## src/hw/exec_regs.svh

```systemverilog
`ifndef EXEC_REGS_SVH
`define EXEC_REGS_SVH

// data path and field widths
`define DATA_WIDTH 8
`define PROGRAM_COUNTER_WIDTH 16
`define OFFSET_WIDTH 7
`define IO_ADDR_WIDTH 5
`define BIT_SEL_WIDTH 3
`define REG_ADDR_WIDTH 5

// field positions inside the data byte
`define DATA_MSB 7
`define DATA_LSB 0

// reset values of the result registers
`define PROGRAM_COUNTER_RESET 16'h0000
`define DATA_RESET 8'h00

// cycles each instruction occupies the unit
`define BRANCH_NOT_TAKEN_CYCLES 1
`define BRANCH_TAKEN_CYCLES 2
`define IO_BIT_CYCLES 2
`define SHIFT_CYCLES 1

`endif

```

## src/hw/exec_pkg.sv

```systemverilog
`include "exec_regs.svh"

package exec_pkg;

	// operations this unit executes
	typedef enum logic [3:0] {
		op_none,
		op_branch_on_overflow_set,
		op_branch_on_overflow_clear,
		op_branch_if_irq_enabled,
		op_branch_if_irq_disabled,
		op_io_bit_set,
		op_io_bit_clear,
		op_shift_left_logical,
		op_shift_right_logical
	} op_t;

	// decoded instruction as handed over by the decoder
	typedef struct packed {
		op_t op;
		logic [`OFFSET_WIDTH-1:0] offset;
		logic [`IO_ADDR_WIDTH-1:0] io_addr;
		logic [`BIT_SEL_WIDTH-1:0] bit_sel;
		logic [`REG_ADDR_WIDTH-1:0] reg_addr;
	} instr_t;

	// status flags written by the shifts
	typedef struct packed {
		logic z;
		logic c;
		logic n;
		logic v;
	} flags_t;

endpackage : exec_pkg

```

## src/hw/shift_unit.sv

```systemverilog
`timescale 1ns/1ps
`include "exec_regs.svh"

// one-place logical shift with its status flags
module shift_unit (
	input wire logic [`DATA_WIDTH-1:0] operand,
	input wire logic shift_left,
	output logic [`DATA_WIDTH-1:0] result,
	output exec_pkg::flags_t flags
);

	// shift in zero, carry takes the bit shifted out
	always_comb
	begin
		if (shift_left)
		begin
			result = {operand[`DATA_MSB-1:`DATA_LSB], 1'b0};
			flags.c = operand[`DATA_MSB];
		end
		else
		begin
			result = {1'b0, operand[`DATA_MSB:`DATA_LSB+1]};
			flags.c = operand[`DATA_LSB];
		end
		flags.z = (result == `DATA_RESET);
		flags.n = result[`DATA_MSB];
		flags.v = flags.n ^ flags.c;
	end

endmodule : shift_unit

```

## src/hw/branch_bitop_shift_exec.sv

```systemverilog
`timescale 1ns/1ps
`include "exec_regs.svh"

// Operation
// - overflow set: counter gets counter+offset+1
// - overflow clear: counter gets counter+offset+1
// - irq enabled: counter gets counter+offset+1
// - irq disabled: counter gets counter+offset+1
// - io bit set, others kept, two cycles
// - io bit clear, others kept, two cycles
// - shift left, zero into bit 0, flags
// - shift right, zero into bit 7, flags
module branch_bitop_shift_exec (
	input wire logic clk_sys,
	input wire logic reset,
	input wire logic instr_valid,
	input wire exec_pkg::instr_t instr,
	output logic instr_ready,
	input wire logic [`PROGRAM_COUNTER_WIDTH-1:0] program_counter_value,
	input wire logic flag_overflow,
	input wire logic flag_irq_enable,
	input wire logic [`DATA_WIDTH-1:0] reg_read_data,
	output logic io_rd_en,
	output logic [`IO_ADDR_WIDTH-1:0] io_rd_addr,
	input wire logic [`DATA_WIDTH-1:0] io_rd_data,
	output logic program_counter_load,
	output logic [`PROGRAM_COUNTER_WIDTH-1:0] program_counter_target,
	output logic io_wr_en,
	output logic [`IO_ADDR_WIDTH-1:0] io_wr_addr,
	output logic [`DATA_WIDTH-1:0] io_wr_data,
	output logic reg_wr_en,
	output logic [`REG_ADDR_WIDTH-1:0] reg_wr_addr,
	output logic [`DATA_WIDTH-1:0] reg_wr_data,
	output logic flag_wr_en,
	output exec_pkg::flags_t flags_out
);

	typedef enum logic [1:0] {
		st_idle,
		st_branch_wait,
		st_io_modify
	} state_t;

	state_t state_r, state_nxt;
	logic take;
	logic branch_taken;
	logic is_branch;
	logic [`PROGRAM_COUNTER_WIDTH-1:0] branch_target;
	logic [`DATA_WIDTH-1:0] shift_result;
	exec_pkg::flags_t shift_flags;
	logic [`DATA_WIDTH-1:0] bit_mask;
	logic [`BIT_SEL_WIDTH-1:0] bit_sel_r, bit_sel_nxt;
	logic bit_set_r, bit_set_nxt;
	logic [`IO_ADDR_WIDTH-1:0] io_addr_r, io_addr_nxt;
	logic pc_load_r, pc_load_nxt;
	logic [`PROGRAM_COUNTER_WIDTH-1:0] target_r, target_nxt;
	logic io_wr_en_r, io_wr_en_nxt;
	logic [`DATA_WIDTH-1:0] io_wr_data_r, io_wr_data_nxt;
	logic reg_wr_en_r, reg_wr_en_nxt;
	logic [`REG_ADDR_WIDTH-1:0] reg_wr_addr_r, reg_wr_addr_nxt;
	logic [`DATA_WIDTH-1:0] reg_wr_data_r, reg_wr_data_nxt;
	logic flag_wr_en_r, flag_wr_en_nxt;
	exec_pkg::flags_t flags_r, flags_nxt;

	// handshake: new work only while idle
	assign instr_ready = (state_r == st_idle);
	assign take = instr_valid && instr_ready;
	assign is_branch = (instr.op == exec_pkg::op_branch_on_overflow_set)
		|| (instr.op == exec_pkg::op_branch_on_overflow_clear)
		|| (instr.op == exec_pkg::op_branch_if_irq_enabled)
		|| (instr.op == exec_pkg::op_branch_if_irq_disabled);

	// io read issued in the take cycle, data returns one cycle later
	assign io_rd_en = take && ((instr.op == exec_pkg::op_io_bit_set)
		|| (instr.op == exec_pkg::op_io_bit_clear));
	assign io_rd_addr = instr.io_addr;

	// relative target: counter plus sign-extended offset plus one
	assign branch_target = `PROGRAM_COUNTER_WIDTH'(program_counter_value
		+ {{(`PROGRAM_COUNTER_WIDTH-`OFFSET_WIDTH){instr.offset[`OFFSET_WIDTH-1]}},
		instr.offset} + `PROGRAM_COUNTER_WIDTH'(1));

	// branch condition per operation
	always_comb
	begin
		case (instr.op)
			exec_pkg::op_branch_on_overflow_set: branch_taken = flag_overflow;
			exec_pkg::op_branch_on_overflow_clear: branch_taken = !flag_overflow;
			exec_pkg::op_branch_if_irq_enabled: branch_taken = flag_irq_enable;
			exec_pkg::op_branch_if_irq_disabled: branch_taken = !flag_irq_enable;
			default: branch_taken = 1'b0;
		endcase
	end

	// selected-bit mask, one decoder per bit
	genvar g;
	generate
		for (g = 0; g < `DATA_WIDTH; g++)
		begin : gen_mask
			assign bit_mask[g] = (bit_sel_r == `BIT_SEL_WIDTH'(g));
		end
	endgenerate

	shift_unit shift_unit_inst (
		.operand(reg_read_data),
		.shift_left(instr.op == exec_pkg::op_shift_left_logical),
		.result(shift_result),
		.flags(shift_flags)
	);

	// next state and result values
	always_comb
	begin
		state_nxt = state_r;
		bit_sel_nxt = bit_sel_r;
		bit_set_nxt = bit_set_r;
		io_addr_nxt = io_addr_r;
		target_nxt = target_r;
		io_wr_data_nxt = io_wr_data_r;
		reg_wr_addr_nxt = reg_wr_addr_r;
		reg_wr_data_nxt = reg_wr_data_r;
		flags_nxt = flags_r;
		pc_load_nxt = 1'b0;
		io_wr_en_nxt = 1'b0;
		reg_wr_en_nxt = 1'b0;
		flag_wr_en_nxt = 1'b0;
		case (state_r)
			st_idle:
			begin
				if (take)
				begin
					case (instr.op)
						exec_pkg::op_branch_on_overflow_set,
						exec_pkg::op_branch_on_overflow_clear,
						exec_pkg::op_branch_if_irq_enabled,
						exec_pkg::op_branch_if_irq_disabled:
						begin
							// taken branch holds one extra cycle; flags untouched
							if (branch_taken)
							begin
								pc_load_nxt = 1'b1;
								target_nxt = branch_target;
								state_nxt = st_branch_wait;
							end
						end
						exec_pkg::op_io_bit_set,
						exec_pkg::op_io_bit_clear:
						begin
							io_addr_nxt = instr.io_addr;
							bit_sel_nxt = instr.bit_sel;
							bit_set_nxt = (instr.op == exec_pkg::op_io_bit_set);
							state_nxt = st_io_modify;
						end
						exec_pkg::op_shift_left_logical,
						exec_pkg::op_shift_right_logical:
						begin
							reg_wr_en_nxt = 1'b1;
							reg_wr_addr_nxt = instr.reg_addr;
							reg_wr_data_nxt = shift_result;
							flag_wr_en_nxt = 1'b1;
							flags_nxt = shift_flags;
						end
						default:
						begin
							state_nxt = st_idle;
						end
					endcase
				end
			end
			st_branch_wait:
			begin
				state_nxt = st_idle;
			end
			st_io_modify:
			begin
				// read-modify-write keeps all other bits
				io_wr_en_nxt = 1'b1;
				if (bit_set_r)
					io_wr_data_nxt = io_rd_data | bit_mask;
				else
					io_wr_data_nxt = io_rd_data & ~bit_mask;
				state_nxt = st_idle;
			end
			default:
			begin
				state_nxt = st_idle;
			end
		endcase
	end

	// register all state and results
	always_ff @(posedge clk_sys)
	begin
		if (reset)
		begin
			state_r <= st_idle;
			bit_sel_r <= '0;
			bit_set_r <= 1'b0;
			io_addr_r <= '0;
			pc_load_r <= 1'b0;
			target_r <= `PROGRAM_COUNTER_RESET;
			io_wr_en_r <= 1'b0;
			io_wr_data_r <= `DATA_RESET;
			reg_wr_en_r <= 1'b0;
			reg_wr_addr_r <= '0;
			reg_wr_data_r <= `DATA_RESET;
			flag_wr_en_r <= 1'b0;
			flags_r <= '0;
		end
		else
		begin
			state_r <= state_nxt;
			bit_sel_r <= bit_sel_nxt;
			bit_set_r <= bit_set_nxt;
			io_addr_r <= io_addr_nxt;
			pc_load_r <= pc_load_nxt;
			target_r <= target_nxt;
			io_wr_en_r <= io_wr_en_nxt;
			io_wr_data_r <= io_wr_data_nxt;
			reg_wr_en_r <= reg_wr_en_nxt;
			reg_wr_addr_r <= reg_wr_addr_nxt;
			reg_wr_data_r <= reg_wr_data_nxt;
			flag_wr_en_r <= flag_wr_en_nxt;
			flags_r <= flags_nxt;
		end
	end

	// outputs straight from registers
	assign program_counter_load = pc_load_r;
	assign program_counter_target = target_r;
	assign io_wr_en = io_wr_en_r;
	assign io_wr_addr = io_addr_r;
	assign io_wr_data = io_wr_data_r;
	assign reg_wr_en = reg_wr_en_r;
	assign reg_wr_addr = reg_wr_addr_r;
	assign reg_wr_data = reg_wr_data_r;
	assign flag_wr_en = flag_wr_en_r;
	assign flags_out = flags_r;
endmodule : branch_bitop_shift_exec

```

## config.mk

```make
export PLATFORM = sky130hd
export DESIGN_NAME = branch_bitop_shift_exec
export DESIGN_NICKNAME = d
export VERILOG_FILES = /design/src/hw/exec_pkg.sv /design/src/hw/shift_unit.sv /design/src/hw/branch_bitop_shift_exec.sv
export VERILOG_INCLUDE_DIRS = /design/src /design/src/hw
export SDC_FILE = /design/constraint.sdc
export NUM_CORES = 1
export LEC_CHECK = 0
export BUFFER_PORTS_ARGS = -buffer_cell sky130_fd_sc_hd__buf_2
export CAP_MARGIN = 10
export CORE_MARGIN = 4
export CORE_UTILIZATION = 30
export DETAILED_ROUTE_END_ITERATION = 12
export HOLD_SLACK_MARGIN = 0.02
export PLACE_DENSITY = 0.63
export SLEW_MARGIN = 20
export SYNTH_ARGS = -nofsm -noshare
export SYNTH_HDL_FRONTEND = slang
export SYNTH_SLANG_ARGS = --single-unit
```

## constraint.sdc

```tcl
create_clock -name clk_sys -period 2.93 [get_ports clk_sys]
set_clock_uncertainty 0.05 [all_clocks]
set_input_delay 0.586 -clock clk_sys [delete_from_list [all_inputs] [get_ports clk_sys]]
set_output_delay 0.586 -clock clk_sys [all_outputs]
set_load 0.02 [all_outputs]
```

[After elaboration in Yosys (flattened, before gate mapping)]
Cells that the tools add are included.
Word-level totals
  bits of input ports: 61
  memory bits (writable): 0
  bits in registers: 55
  memories: 0
  latch bits: 0
  output and inout port bits: 57
  word-level logic and storage cells: 69
  ROM bits: 0
Cells by class
  divide/modulo/power cells: 0
  muxes and demuxes: 9
  bitwise operators: 8
  $mul: 0
  reductions and logical operators: 18
  $add $sub $neg: 2
  equality and inequality tests: 17
  shift-type cells: 0
  $lt $le $gt $ge: 0
Operators with widths (number)
  16-bit by 1-bit adder with 16-bit output, second input constant: 1
  16-bit adder: 1
  4-bit by 3-bit equality test with 1-bit output, second input constant: 4
  8-bit two-way mux: 2
  3-bit equality test, second input constant: 4
  3-bit AND reduction: 3
  8-bit AND: 1
  4-bit by 2-bit equality test with 1-bit output, second input constant: 2
  8-bit zero test: 1
  8-bit inverter: 1
  8-bit bitwise OR: 1
  4-bit OR reduction: 2
  3-bit by 2-bit equality test with 1-bit output, second input constant: 2
  2-bit one-hot mux with 3 select lines: 1
  2-bit OR reduction: 3
  4-bit by 1-bit equality test with 1-bit output, second input constant: 1
  4-bit equality test, second input constant: 1
  1-bit two-way mux: 4
  1-bit inverter: 4
  1-bit one-hot mux with 4 select lines: 1
  4-bit AND reduction: 1
  3-bit by 1-bit equality test with 1-bit output, second input constant: 1
  3-bit zero test: 1
  3-bit OR reduction: 1
  other kinds (8): 10

[Longest topological paths before layout]
  depth after elaboration: 4
  depth in mapped cells: 9

[Cells and area by module]
A second synthesis with hierarchy kept.
Second synthesis, totals
  cells, all modules: 359
  area total of the unflattened synthesis: 3083.0 µm²
By module, submodules not included
  branch_bitop_shift_exec: cells an instance 339, instances 1, seq. area each 1101.1 µm², area an instance 2935.3 µm²
  shift_unit: cells an instance 20, instances 1, seq. area each 0.0 µm², area an instance 147.6 µm²

[Least setup slack after synthesis]
OpenSTA, ideal clock, no wires.
  kind: input to register
  from: input instr[18] (netlist name)
  to: register target_r[14] (netlist: program_counter_target[14])
  stages: 7
  buffers on the path: 0
  arrival: 2301 ps
  setup slack: 475 ps
  cells stage by stage: ha_1 > a21o_1 > or3_1 > o21ba_1 > or2_1 > and4_4 > a2111oi_2
Between the ends
  longest elaborated chain between the ends: 2
Ends and longest elaborated chain
  start: declaration: line branch_bitop_shift_exec.sv:17  | input wire exec_pkg::instr_t instr,
  16-bit adder: line branch_bitop_shift_exec.sv:79  | assign branch_target = `PROGRAM_COUNTER_WIDTH'(program_counter_value
  16-bit by 1-bit adder with 16-bit output: line branch_bitop_shift_exec.sv:79
  end signal: assignment: line branch_bitop_shift_exec.sv:201  | target_r <= `PROGRAM_COUNTER_RESET;
  end signal: assignment: line branch_bitop_shift_exec.sv:217  | target_r <= target_nxt;
  end: declaration: line branch_bitop_shift_exec.sv:56  | logic [`PROGRAM_COUNTER_WIDTH-1:0] target_r, target_nxt;
No other way between the ends.
A chain may end at the register's enable or synchronous reset.

[Worst setup path after layout]
  from: register state_r[0]
  to: output io_rd_en
Between the ends
  longest elaborated chain between the ends: 3
Ends and longest elaborated chain
  start: declaration: line branch_bitop_shift_exec.sv:44  | state_t state_r, state_nxt;
  start signal: assignment: line branch_bitop_shift_exec.sv:196  | state_r <= st_idle;
  start signal: assignment: line branch_bitop_shift_exec.sv:212  | state_r <= state_nxt;
  2-bit zero test: line branch_bitop_shift_exec.sv:66  | assign instr_ready = (state_r == st_idle);
  1-bit logical AND: line branch_bitop_shift_exec.sv:67  | assign take = instr_valid && instr_ready;
  1-bit logical AND: line branch_bitop_shift_exec.sv:74  | assign io_rd_en = take && ((instr.op == exec_pkg::op_io_bit_set)
  end: declaration: line branch_bitop_shift_exec.sv:23  | output logic io_rd_en,
No other way between the ends.

==> flow_metrics.py <==
metrics = {
    "detailed_routing": {
        "routedWlPerCell_um": 13.3,
        "post-route-drc-count": 0,
        "dr.first_iter.drc_count": 95,
        "routed_wirelength_um": 8010,
        "ant_nets": 0,
        "via_count": 2931,
        "routed_via_density": 4.86,
        "detailedRoute.firstPassIterationCount": 4,
    },
    "floorplanning": {
        "full_die_area_sq_mm": 0.0117,
        "die_height_um": 108,
        "die_width_um": 108,
        "fp.coreArea_sq_mm": 0.00977,
        "fp-row-count": 36,
        "initial_core_util_pct": 30.8,
        "io-pin-count": 118,
    },
    "global_routing": {
        "antenna_violations_before_repair": 0,
        "number_of_global_route_vias_before_repair": 2732,
        "globalRouteOverflowTotal": 0,
        "pin_count_of_the_biggest_net_entering_global_routing": 28,
        "gr-usage-all-layers_pct": 13.5,
        "grt_first_pass_wirelength_um": 13100,
    },
    "layout": {
        "area.sequential_sq_mm": 0.00108,
        "fill_cells": 1037,
        "area_delta_synth_final_pct": 24.7,
        "finalInstanceArea_sq_mm": 0.00375,
        "multiInputGateArea_sq_mm": 0.00173,
        "layout_commonest_cell": "sky130_fd_sc_hd__buf_2",
        "antenna_diode_count": 0,
        "num-nets-final": 546,
        "mostFrequentLayoutCells": "sky130_fd_sc_hd__buf_2 (117), sky130_fd_sc_hd__dfxtp_1 (54), sky130_fd_sc_hd__nand2_1 (53)",
        "post_route_cells_drive_above_1_share_pct": 30.0,
    },
    "worst_setup_path": {
        "setup.worst_path.start_class": "register",
        "arrival_ns": 1.81,
        "worst-setup-path-type": "reg2out",
        "ff2ff_path_depth": 6,
        "critPathRequiredTime_ns": 2.29,
        "critPathMaxFanout": 9,
        "setup.worst_path.end_class": "output pin",
    },
    "sta": {
        "slew_headroom_pct": 58.0,
        "transition_time_at_the_pin_with_the_least_slew_margin_ns": 0.623,
        "period_share_pct": 83.5,
        "setup_tns_ns": 0,
        "max_clock_freq_ghz": 0.409,
        "rsz0062_at_grt": "no",
        "setup_viol": 0,
        "final_max_slew_viol_count": 0,
        "final_hold_violations": 0,
        "finalCriticalPeriod_ns": 2.45,
    },
    "synthesis": {
        "yosys_warnings": 0,
        "register_bit_count_reported_by_yosys": 54,
        "synth.largest_area_cell": "sky130_fd_sc_hd__dfxtp_1",
        "synthDistinctLibCells": 53,
        "syn_area_per_cell_sq_um": 8.20,
        "yosysTopAreaCellShare_pct": 35.9,
        "synth_cells": 367,
        "ys_top_cells_by_area": "sky130_fd_sc_hd__dfxtp_1 (36%), sky130_fd_sc_hd__nand2_1 (6.6%), sky130_fd_sc_hd__ha_1 (6.2%)",
        "synthArstFlopShare_pct": 0,
        "synth_flop_cell": "sky130_fd_sc_hd__dfxtp_1",
        "part_of_the_yosys_area_used_for_sequential_elements_pct": 35.9,
        "synthesis.area_sq_mm": 0.00301,
        "post_synth_edffs": 0,
        "postSynthNetCount": 444,
    },
    "clocking": {
        "cts_buffers": 5,
        "cts_hold_buffers": 0,
        "clock_path_buffers": 2,
        "post_cts.repair.setup_buffers": 0,
        "clock_tree_from_tritoncts": "yes",
        "clk_slew_on_worst_s_h_paths_ns": 0.10,
        "clock_sink_count": 54,
        "worst_skew_pair_later_pin_latency_ns": 0.30,
        "ctsHtreeMaxLevel": 2,
        "clock_root_buffer": "sky130_fd_sc_hd__clkbuf_8",
        "cts_repair_resize_count": 0,
    },
    "run_status": {
        "outcome": "finished, final reports clean",
    },
    "pwr": {
        "p_int_mw": 1.15,
        "power.leakage_nw": 1.72,
        "share_of_power_burned_in_combinational_logic_pct": 21.3,
        "finalPower_mw": 1.62,
        "clkPwrFrac_pct": 31.1,
        "swShare_pct": 28.7,
        "seqPwrFrac_pct": 47.6,
        "peakVddDrop_uv": 197,
        "switchingPower_uw": 464,
        "pwr_density_cell_mw_per_mm2": 431,
    },
    "place": {
        "place.gp.congestion": 0.816,
        "io_buffer_count": 117,
        "place.detailed.hpwl_um": 6300,
        "placed_cell_area_sq_mm": 0.00364,
    },
    "job": {
        "cap_violations": 0,
    },
    "worst_hold_path": {
        "timing.hold.worst_path_depth": 2,
        "min-delay-path-class": "reg2reg",
    },
}
[state kept, by name, indices dropped and copies added (netlist names)]
register and flops:
program_counter_load 1, reg_wr_data 8, bit_set_r 1, flags_out 3, io_wr_data 8, bit_sel_r 3, reg_wr_addr 5, program_counter_target 16
flag_wr_en 1, io_wr_en 1, io_wr_addr 5, state_r 2
[cell usage after synthesis, types with 3 or more instances]
cell type                  count
sky130_fd_sc_hd__nand4_1       3
sky130_fd_sc_hd__o21bai_1      3
sky130_fd_sc_hd__or4_1         3
sky130_fd_sc_hd__o211ai_1      4
sky130_fd_sc_hd__xnor2_1       3
sky130_fd_sc_hd__buf_4         8
sky130_fd_sc_hd__nor3_1        3
sky130_fd_sc_hd__buf_2         6
sky130_fd_sc_hd__a21oi_1      28
sky130_fd_sc_hd__a311oi_1      9
sky130_fd_sc_hd__a21o_1        6
sky130_fd_sc_hd__nor2_1       42
sky130_fd_sc_hd__nand3_1      13
sky130_fd_sc_hd__inv_1         7
sky130_fd_sc_hd__nand2_1      53
sky130_fd_sc_hd__or3_1         3
sky130_fd_sc_hd__xor2_1        5
sky130_fd_sc_hd__o21a_1        4
sky130_fd_sc_hd__o31ai_1       3
sky130_fd_sc_hd__or2_2         3
sky130_fd_sc_hd__ha_1         15
sky130_fd_sc_hd__nand2b_1      3
sky130_fd_sc_hd__a211oi_1     11
sky130_fd_sc_hd__o21ai_0      13
sky130_fd_sc_hd__dfxtp_1      54
sky130_fd_sc_hd__mux2i_1      16
sky130_fd_sc_hd__clkbuf_1     12
sky130_fd_sc_hd__a31oi_1       3
[worst max-delay path, stage by stage (launching register included)]
cell,delay [ns]
sky130_fd_sc_hd__dfxtp_1,0.35
sky130_fd_sc_hd__or3b_2,0.52
sky130_fd_sc_hd__nor2_4,0.15
sky130_fd_sc_hd__nand3_1,0.11
sky130_fd_sc_hd__clkinv_1,0.17
sky130_fd_sc_hd__buf_2,0.20
[area by class of cell]
cell class                      instances  area share, %
Multi-Input combinational cell        276           46.0
Timing Repair Buffer                  124           17.0
Inverter                                8          0.801
Clock inverter                          2           1.00
Sequential cell                        54           28.8
Tap cell                              133           4.44
Clock buffer                            6           1.93
[stage by stage]
stage	hold slack [ns]	util [%]	cells	setup WS (ns)
after floorplan	0.479	-	367	0.475
after global placement	0.389	37.2	595	0.246
after detailed placement	0.396	37.2	595	0.245
after CTS	0.410	38.4	603	0.454
after global routing	0.438	38.4	603	0.352
final	0.408	38.4	603	0.482
[power by group through the flow]
stage | clock network, mW | registers (mW) | logic [mW]
final | 0.504 | 0.770 | 0.344
after global routing | 0.562 | 0.773 | 0.385
after CTS | 0.536 | 0.770 | 0.345
after detailed placement | 0 | 0.787 | 0.343
after global placement | 0 | 0.786 | 0.340
after floorplan | 0 | 0.807 | 0.216
[per-layer routing]
| layer | global-route usage [%] | vias up | wire length, um | share of wire, % |
|---|---|---|---|---|
| li1 | - | 1501 | - | - |
| met1 | 17.2 | 1347 | 3660 | 46 |
| met5 | 0 | - | 0 | 0 |
| met3 | 2.93 | 5 | 532 | 6.6 |
| met2 | 23.8 | 78 | 3760 | 47 |
| met4 | 2.43 | 0 | 61 | 0.76 |
[kinds of logic (layout without fill, tap and decap cells)]
kind of cell               Yosys count  count (layout)  share of synthesized area, %
DFF                                 54              54                          35.9
and+or+nand+nor                    144             144                          22.5
buffers and inverters               37             140                          6.78
adders and majority gates           16              16                          6.91
xor gates and xnor gates             8               8                          2.33
muxes                               16              16                          5.32
AOI/OAI and AO/OA                   92              92                          20.3
[worst paths after layout]
check / from / end / slack (ns)
worst max-delay path: state_r[0]$_SDFFE_PP0P_ / io_rd_en / 0.48
worst max register to register: state_r[0]$_SDFFE_PP0P_ / program_counter_target[13]$_SDFFE_PP0P_ / 0.75
worst min register to register: io_wr_addr[1]$_SDFFE_PP0P_ / io_wr_addr[1]$_SDFFE_PP0P_ / 0.41
worst min-delay path: io_wr_addr[1]$_SDFFE_PP0P_ / io_wr_addr[1]$_SDFFE_PP0P_ / 0.41
Note: power is estimated with default switching activity, not from simulation.
